==> src/inc/pwc_cfg.svh <==
`ifndef PWC_CFG_SVH
`define PWC_CFG_SVH

// Register byte offsets on the APB bus.
`define PWC_OFF_SC     12'h000
`define PWC_OFF_COUNT  12'h004
`define PWC_OFF_LIMIT  12'h008
`define PWC_OFF_EVT    12'h00C
`define PWC_OFF_MASK   12'h010

// Field positions inside the status/control byte.
`define PWC_SC_FLAG    7
`define PWC_SC_CLKS_HI 6
`define PWC_SC_CLKS_LO 5
`define PWC_SC_IE      4
`define PWC_SC_PS_HI   3
`define PWC_SC_PS_LO   0

// Event bit positions in the event status and mask registers.
`define PWC_EVT_MATCH  0
`define PWC_EVT_RESTART 1

// Reset values.
`define PWC_RST_BYTE   8'h00
`define PWC_RST_EVT    2'h0
`define PWC_RST_PRE    18'h00000

// Clock source codes.
`define PWC_SRC_LPO    2'h0
`define PWC_SRC_EXT    2'h1

`endif

==> src/inc/pwc_pkg.sv <==
package pwc_pkg;

    // Status/control byte in its printed bit order.
    typedef struct packed {
        logic       match_flag;
        logic [1:0] clock_source_select;
        logic       match_irq_enable;
        logic [3:0] prescale_select;
    } pwc_sc_t;

    // Sticky events seen by the interrupt path.
    typedef struct packed {
        logic restart;
        logic match;
    } pwc_evt_t;

    // Settings handed to the prescaler.
    typedef struct packed {
        logic       decimal_bank;
        logic [3:0] prescale_select;
    } pwc_pre_cfg_t;

endpackage

==> src/verilog/pwc_prescaler.sv <==
`timescale 1ns/1ps
`include "pwc_cfg.svh"

module pwc_prescaler
    import pwc_pkg::*;
#(
    parameter int PRE_W = 18
) (
    input  wire logic         clk,
    input  wire logic         srst,
    input  wire logic         src_edge,
    input  wire logic         clear,
    input  wire logic         hold,
    input  wire pwc_pre_cfg_t cfg,
    output logic              tick
);

    logic [PRE_W-1:0] cnt;
    logic [PRE_W-1:0] divisor;
    logic             off;
    logic             last;

    ////////////////////////////////////////////////////////////////////////////
    // Divisor table; a zero divisor means the prescaler is off.
    function automatic logic [PRE_W-1:0] div_of(input pwc_pre_cfg_t c);
        logic [17:0] d;
        d = 18'h00000;
        case ({c.decimal_bank, c.prescale_select})
            5'h01: d = 18'h00008;
            5'h02: d = 18'h00020;
            5'h03: d = 18'h00040;
            5'h04: d = 18'h00080;
            5'h05: d = 18'h00100;
            5'h06: d = 18'h00200;
            5'h07: d = 18'h00400;
            5'h08: d = 18'h00001;
            5'h09: d = 18'h00002;
            5'h0A: d = 18'h00004;
            5'h0B: d = 18'h0000A;
            5'h0C: d = 18'h00010;
            5'h0D: d = 18'h00064;
            5'h0E: d = 18'h001F4;
            5'h0F: d = 18'h003E8;
            5'h11: d = 18'h00400;
            5'h12: d = 18'h00800;
            5'h13: d = 18'h01000;
            5'h14: d = 18'h02000;
            5'h15: d = 18'h04000;
            5'h16: d = 18'h08000;
            5'h17: d = 18'h10000;
            5'h18: d = 18'h003E8;
            5'h19: d = 18'h007D0;
            5'h1A: d = 18'h01388;
            5'h1B: d = 18'h02710;
            5'h1C: d = 18'h04E20;
            5'h1D: d = 18'h0C350;
            5'h1E: d = 18'h186A0;
            5'h1F: d = 18'h30D40;
            default: d = 18'h00000;
        endcase
        return PRE_W'(d);
    endfunction

    assign divisor = div_of(cfg);
    assign off     = (divisor == '0);
    assign last    = (cnt == divisor - PRE_W'(1));

    // Counts source edges; holding keeps the partial period for resume.
    always_ff @(posedge clk) begin
        if (srst || clear || off) begin
            cnt  <= `PWC_RST_PRE;
            tick <= 1'b0;
        end else if (src_edge && !hold) begin
            cnt  <= last ? '0 : cnt + PRE_W'(1);
            tick <= last;
        end else begin
            tick <= 1'b0;
        end
    end

endmodule // pwc_prescaler

==> src/verilog/pwc_periodic_wakeup_counter.sv <==
// Design decisions made here: the APB register port and the address map.
`timescale 1ns/1ps
`include "pwc_cfg.svh"

module pwc_periodic_wakeup_counter
    import pwc_pkg::*;
#(
    parameter int ADDR_W = 12,
    parameter int CNT_W  = 8,
    parameter int PRE_W  = 18
) (
    input  wire logic              SYS_CLK,
    input  wire logic              SRST,
    input  wire logic              PSEL,
    input  wire logic              PENABLE,
    input  wire logic              PWRITE,
    input  wire logic [ADDR_W-1:0] PADDR,
    input  wire logic [31:0]       PWDATA,
    output logic      [31:0]       PRDATA,
    output logic                   PREADY,
    output logic                   PSLVERR,
    input  wire logic              LOW_POWER_OSC_CLOCK,
    input  wire logic              EXTERNAL_REF_CLOCK,
    input  wire logic              INTERNAL_REF_CLOCK,
    input  wire logic              DEBUG_HALT,
    output logic                   IRQ
);

    ////////////////////////////////////////////////////////////////////////////
    // Declarations.

    pwc_sc_t          sc;
    logic [CNT_W-1:0] count_value;
    logic [CNT_W-1:0] match_limit;
    pwc_evt_t         evt_status;
    pwc_evt_t         evt_mask;

    logic [2:0]       src_meta;
    logic [2:0]       src_sync;
    logic [2:0]       src_prev;
    logic [2:0]       src_rise;
    logic             sel_edge;

    logic             pre_tick;
    logic             pre_clear;
    pwc_pre_cfg_t     pre_cfg;
    logic             step;
    logic             at_limit;
    logic             match_event;

    logic             access;
    logic             done;
    logic             wr_done;
    logic             rd_done;
    logic             hit_sc;
    logic             hit_count;
    logic             hit_limit;
    logic             hit_evt;
    logic             hit_mask;
    logic             mapped;
    logic [31:0]      rd_mux;

    pwc_sc_t          wr_sc;
    logic             wr_sc_en;
    logic             src_changed;
    logic             ps_changed;
    logic             flag_clear;
    logic             evt_clear;
    logic             next_flag;
    pwc_evt_t         next_evt;
    logic             next_irq;

    ////////////////////////////////////////////////////////////////////////////
    // Clock source synchronisers.

    // Each source pin is foreign to SYS_CLK, so it passes two flops first.
    // The sources must be well below half of SYS_CLK to be counted.
    genvar gi;
    generate
        for (gi = 0; gi < 3; gi++) begin : g_src
            always_ff @(posedge SYS_CLK) begin
                if (SRST) begin
                    src_meta[gi] <= 1'b0;
                    src_sync[gi] <= 1'b0;
                    src_prev[gi] <= 1'b0;
                end else begin
                    src_meta[gi] <= (gi == 0) ? LOW_POWER_OSC_CLOCK :
                                    (gi == 1) ? EXTERNAL_REF_CLOCK :
                                                INTERNAL_REF_CLOCK;
                    src_sync[gi] <= src_meta[gi];
                    src_prev[gi] <= src_sync[gi];
                end
            end
            assign src_rise[gi] = src_sync[gi] & ~src_prev[gi];
        end
    endgenerate

    // Source selection; both codes with the high bit set pick the internal clock.
    assign sel_edge = (sc.clock_source_select == `PWC_SRC_LPO) ? src_rise[0] :
                      (sc.clock_source_select == `PWC_SRC_EXT) ? src_rise[1] :
                                                                 src_rise[2];

    ////////////////////////////////////////////////////////////////////////////
    // APB decode.

    // Every access takes one wait state so that PREADY can come from a flop.
    assign access    = PSEL & PENABLE;
    assign done      = access & PREADY;
    assign wr_done   = done & PWRITE;
    assign rd_done   = done & ~PWRITE;

    assign hit_sc    = (PADDR == `PWC_OFF_SC);
    assign hit_count = (PADDR == `PWC_OFF_COUNT);
    assign hit_limit = (PADDR == `PWC_OFF_LIMIT);
    assign hit_evt   = (PADDR == `PWC_OFF_EVT);
    assign hit_mask  = (PADDR == `PWC_OFF_MASK);
    assign mapped    = hit_sc | hit_count | hit_limit | hit_evt | hit_mask;

    // Read data; narrower registers sit in the low bits, the rest reads zero.
    assign rd_mux = hit_sc    ? {24'h000000, sc}                  :
                    hit_count ? {24'h000000, count_value}         :
                    hit_limit ? {24'h000000, match_limit}         :
                    hit_evt   ? {30'h0, evt_status}               :
                    hit_mask  ? {30'h0, evt_mask}                 :
                                32'h00000000;

    ////////////////////////////////////////////////////////////////////////////
    // Write side effects.

    assign wr_sc       = pwc_sc_t'(PWDATA[7:0]);
    assign wr_sc_en    = wr_done & hit_sc;

    // Only a value that differs restarts the time base; a rewrite is harmless.
    assign src_changed = wr_sc_en &
                         (wr_sc.clock_source_select != sc.clock_source_select);
    assign ps_changed  = wr_sc_en &
                         (wr_sc.prescale_select != sc.prescale_select);

    // Any limit write, or a changed source or prescale, restarts from zero.
    assign pre_clear   = src_changed | ps_changed | (wr_done & hit_limit);

    // Writing 1 to the flag clears it; writing 0 leaves it alone.
    assign flag_clear  = wr_sc_en & wr_sc.match_flag;
    assign evt_clear   = rd_done & hit_evt;

    ////////////////////////////////////////////////////////////////////////////
    // Prescaler.

    // Low bit of the source field chooses the first or the second divisor bank.
    assign pre_cfg.decimal_bank    = sc.clock_source_select[0];
    assign pre_cfg.prescale_select = sc.prescale_select;

    pwc_prescaler #(
        .PRE_W    (PRE_W)
    ) u_prescaler (
        .clk      (SYS_CLK),
        .srst     (SRST),
        .src_edge (sel_edge),
        .clear    (pre_clear),
        .hold     (DEBUG_HALT),
        .cfg      (pre_cfg),
        .tick     (pre_tick)
    );

    ////////////////////////////////////////////////////////////////////////////
    // Main counter.

    // A tick already in flight when debug halt rises is dropped as well.
    assign step        = pre_tick & ~DEBUG_HALT;
    assign at_limit    = (count_value == match_limit);
    assign match_event = step & at_limit;

    // Counts up once per prescaler period and wraps to zero after the limit.
    always_ff @(posedge SYS_CLK) begin
        if (SRST) begin
            count_value <= CNT_W'(`PWC_RST_BYTE);
        end else if (pre_clear) begin
            count_value <= '0;
        end else if (match_event) begin
            count_value <= '0;
        end else if (step) begin
            count_value <= count_value + CNT_W'(1);
        end
    end

    ////////////////////////////////////////////////////////////////////////////
    // Flag and interrupt next state.

    // A match in the clearing cycle wins, so no period is ever lost.
    assign next_flag = match_event ? 1'b1 :
                       flag_clear  ? 1'b0 :
                                     sc.match_flag;

    // Event bits are sticky; a flag-clear write also drops the match request.
    assign next_evt.match   = match_event |
                              (evt_status.match & ~evt_clear & ~flag_clear);
    assign next_evt.restart = pre_clear |
                              (evt_status.restart & ~evt_clear);

    // Request while the enabled flag is up, or while an unmasked event stands.
    assign next_irq = (next_flag & sc.match_irq_enable &
                       ~(wr_sc_en & ~wr_sc.match_irq_enable)) |
                      (|(next_evt & evt_mask & ~({2{wr_done & hit_mask}}))) |
                      (|(next_evt & pwc_evt_t'(PWDATA[1:0]) &
                         {2{wr_done & hit_mask}}));

    ////////////////////////////////////////////////////////////////////////////
    // Control and status registers.

    // Status/control: the flag follows its own rule, the rest is plain storage.
    always_ff @(posedge SYS_CLK) begin
        if (SRST) begin
            sc <= pwc_sc_t'(`PWC_RST_BYTE);
        end else begin
            sc.match_flag <= next_flag;
            if (wr_sc_en) begin
                sc.clock_source_select <= wr_sc.clock_source_select;
                sc.match_irq_enable    <= wr_sc.match_irq_enable;
                sc.prescale_select     <= wr_sc.prescale_select;
            end
        end
    end

    // Limit register; the count register has no write path at all.
    always_ff @(posedge SYS_CLK) begin
        if (SRST) begin
            match_limit <= CNT_W'(`PWC_RST_BYTE);
        end else if (wr_done && hit_limit) begin
            match_limit <= PWDATA[CNT_W-1:0];
        end
    end

    // Event status and mask.
    always_ff @(posedge SYS_CLK) begin
        if (SRST) begin
            evt_status <= pwc_evt_t'(`PWC_RST_EVT);
            evt_mask   <= pwc_evt_t'(`PWC_RST_EVT);
        end else begin
            evt_status <= next_evt;
            if (wr_done && hit_mask) begin
                evt_mask <= pwc_evt_t'(PWDATA[1:0]);
            end
        end
    end

    // Interrupt output straight from a flop.
    always_ff @(posedge SYS_CLK) begin
        if (SRST) begin
            IRQ <= 1'b0;
        end else begin
            IRQ <= next_irq;
        end
    end

    ////////////////////////////////////////////////////////////////////////////
    // APB answer.

    // Ready rises one cycle into the access phase and falls after it is taken.
    always_ff @(posedge SYS_CLK) begin
        if (SRST) begin
            PREADY  <= 1'b0;
            PSLVERR <= 1'b0;
            PRDATA  <= 32'h00000000;
        end else begin
            PREADY  <= access & ~PREADY;
            PSLVERR <= access & ~PREADY & ~mapped;
            if (access && !PREADY && !PWRITE) begin
                PRDATA <= rd_mux;
            end
        end
    end

endmodule // pwc_periodic_wakeup_counter

==> config.mk <==
export PLATFORM = sky130hd
export DESIGN_NAME = pwc_periodic_wakeup_counter
export DESIGN_NICKNAME = d
export VERILOG_FILES = /design/src/inc/pwc_pkg.sv /design/src/verilog/pwc_prescaler.sv /design/src/verilog/pwc_periodic_wakeup_counter.sv
export VERILOG_INCLUDE_DIRS = /design/src /design/src/inc
export SDC_FILE = /design/constraint.sdc
export NUM_CORES = 1
export LEC_CHECK = 0
export BUFFER_PORTS_ARGS = -buffer_cell sky130_fd_sc_hd__buf_4
export CORE_UTILIZATION = 61
export CTS_CLUSTER_DIAMETER = 30
export DETAILED_ROUTE_END_ITERATION = 12
export PLACE_DENSITY = 0.86
export SLEW_MARGIN = 20
export SYNTH_ARGS = -nofsm -noshare
export SYNTH_HDL_FRONTEND = slang
export SYNTH_SLANG_ARGS = --single-unit
export TNS_END_PERCENT = 30
==> constraint.sdc <==
create_clock -name SYS_CLK -period 5.54 [get_ports SYS_CLK]
set_input_delay 0.277 -clock SYS_CLK [delete_from_list [all_inputs] [get_ports SYS_CLK]]
set_output_delay 0.277 -clock SYS_CLK [all_outputs]
set_load 0.1 [all_outputs]
==> impl_metrics.yaml <==
floorplanning:
  rows: 32
  die_height_um: 91.2
  core_area_um2: 7730
  pin_count: 88
  start_util_pct: 62.8
  dieArea_um2: 8310
  die_x_um: 91.2
logic_synthesis:
  netlist_area_um2: 4850
  ys_top_cells_by_area: "dfxtp_1, xor2_1, xnor2_1, nand2_1, nor2_1"
  synth-async-reset-ratio_pct: 0
  avgSynthCellArea_um2: 8.14
  synth_warnings: 0
  synthTopCellsByCount: "dfxtp_1, nand2_1, nor2_1"
  ys_ff_latch: 85
  synth_top_area_share_pct: 35.1
  yosysMostFrequentCell: "dfxtp_1"
  synth.distinct_cells: 60
  ys_seq_area_share_pct: 35.1
  syn_inst: 596
  synth_edf_count: 0
  synth_flop_cell: "dfxtp_1"
  yosysTopAreaCell: "dfxtp_1"
detailed_routing:
  dr.pass1.iters: 5
  vias: 4376
  ant_nets: 0
  dr.first_iter.drc_count: 417
  wl_mm: 11.6
  wl_per_cell_um: 16.1
  drc: 0
  routed_via_density: 6.04
worst_setup_path:
  cp-start-kind: "flip-flop"
  reg2regPathDepth: 9
  critPathSlowestCell: "and3_1"
  cp.required_ps: 5770
  critPathCaptureType: "flip-flop"
  crit_path_max_incr_delay_ps: 610
  cp_max_fo: 16
  critPathKind: "flip-flop to flip-flop"
  arrival_ps: 3480
  crit_chain: "inv_1 -> ha_1 -> nand2b_1 -> or3_1 -> a2111oi_1 -> o2111ai_1 -> nor4_1 -> and3_1 -> nor2_1"
global_route:
  antenna_found_initial: 1
  track_usage_pct: 29.1
  grt_max_degree: 49
  met1_usage_pct: 37.5
  grt_use_met3_pct: 5.36
  grt_overflow_total: 0
  top_usage_layer: "met2"
  grt_pass1_wl_mm: 19.4
  met2_usage_pct: 47.7
  grt_pass1_vias: 4140
clock_tree:
  cts_num_sinks: 85
  cts_root_buffer: "clkbuf_8"
  cts_tree: "yes"
  path_clk_slew_ps: 90
  cts_setup_buffers: 0
  cts-htree-levels: 3
  cts-buffers-inserted: 9
  cts_max_path_buffers: 2
  clock_latency_ps: 370
  hold_buffers: 0
  cts-resized-gates: 0
sta:
  tightest_slew_ps: 936
  grt_setup_unrepaired: "no"
  fin_crit_ps: 3250
  max-slew-margin-rel_pct: 37.1
  hold_violations: 0
  skew_ps: 10.8
  hold_slack_ps: 117
  setup_violations: 0
  max_clock_freq_mhz: 308
  slew_violations: 0
  fin_ws_ps: 2290
  period_share_pct: 58.7
  tns_ps: 0
layout:
  drive_gt1_share_pct: 10.4
  finish.utilization_pct: 68.0
  fill_cells: 611
  antenna_cells: 0
  nNetsFinal: 680
  multi_input_area_um2: 2870
  fin_area_um2: 5250
  final_cells: 725
  syn2layout_area_growth_pct: 8.23
  seqCellArea_um2: 1700
pwr:
  irDropWorstVdd_uv: 210
  power.total_mw: 1.16
  leakage_nw: 2.17
  power_density_nw_per_um2: 220
place:
  dpl-instance-area_um2: 5070
  dp_cells: 709
  numPortBuffers: 39
  dp_hpwl_mm: 8.42
  pre_cts_slack_ps: 2370
  place.gp.congestion: 0.897
worst_hold_path:
  min_path_cells: 2
  hold_path.class: "input pin to flip-flop"
run_status:
  status: "finished, final reports clean"
flow_run:
  max_cap_violations: 0
==> worst paths after layout <==
path                           from  slack [ps]                   to
min reg2reg             src_meta[1]         440          src_sync[1]
max reg2reg  u_prescaler.divisor[0]        2290  u_prescaler.cnt[11]
min              INTERNAL_REF_CLOCK         120          src_meta[2]
max          u_prescaler.divisor[0]        2290  u_prescaler.cnt[11]
==> cell families after synthesis <==
group / share of synthesized area (%)
flops: 35.1
mux: 5.26
xor+xnor: 11.0
compound gates: 11.1
other cells: 0.0773
fa+ha+maj: 2.32
buf+inv: 7.76
simple gates: 27.4
==> worst max-delay path, delay by kind of cell (launching register included) <==
| family | cells | cell delay [ps] |
|---|---|---|
| simple gates | 5 | 1720 |
| compound gates | 2 | 780 |
| flops | 1 | 360 |
| fa+ha+maj | 1 | 190 |
| buf+inv | 1 | 70 |
==> flip-flops by register name, indices dropped and copies added, names as in the netlist, 2 cells and up <==
register             count
count_value              8
src_meta                 3
src_prev                 3
src_sync                 3
PRDATA                   8
u_prescaler.cnt         18
match_limit              8
pre_cfg                  5
u_prescaler.divisor     18
evt_mask                 2
evt_status               2
sc                       3
==> routing by layer <==
metal / vias to the layer above / part of all wire (%)
met3: 32 / 7.7
met1: 2063 / 42
met2: 211 / 48
li1: 2068 / -
met5: - / 0.11
met4: 2 / 2.4
==> report_power, final <==
part | leakage (nW) | internal [mW] | total [mW] | switching (mW)
Combinational | 1.39 | 0.0215 | 0.124 | 0.103
Sequential | 0.686 | 0.614 | 0.615 | 0.00135
Clock | 0.0946 | 0.179 | 0.416 | 0.237
Total | 2.17 | 0.814 | 1.16 | 0.341
==> cell usage in the layout (no fill, tap or decap), types with 17 or more instances in the layout <==
master	Yosys	layout
conb_1	1	24
dfxtp_1	85	85
buf_4	25	40
nor3_1	22	22
mux2i_1	21	21
a21oi_1	28	28
nor2_1	58	58
xnor2_1	29	29
o21ai_0	17	17
nand2_1	63	63
inv_1	18	18
nand3_1	29	29
xor2_1	32	32
==> layout make-up <==
| class | instances | area share, % |
|---|---|---|
| inverter | 19 | 1.36 |
| clock buffer | 10 | 2.62 |
| sequential | 85 | 32.4 |
| clock inverter | 6 | 0.882 |
| timing repair buffer | 40 | 5.72 |
| tap | 102 | 2.43 |
| multi-input combinational | 463 | 54.6 |
No activity file was read; power rests on OpenSTA's default activity.
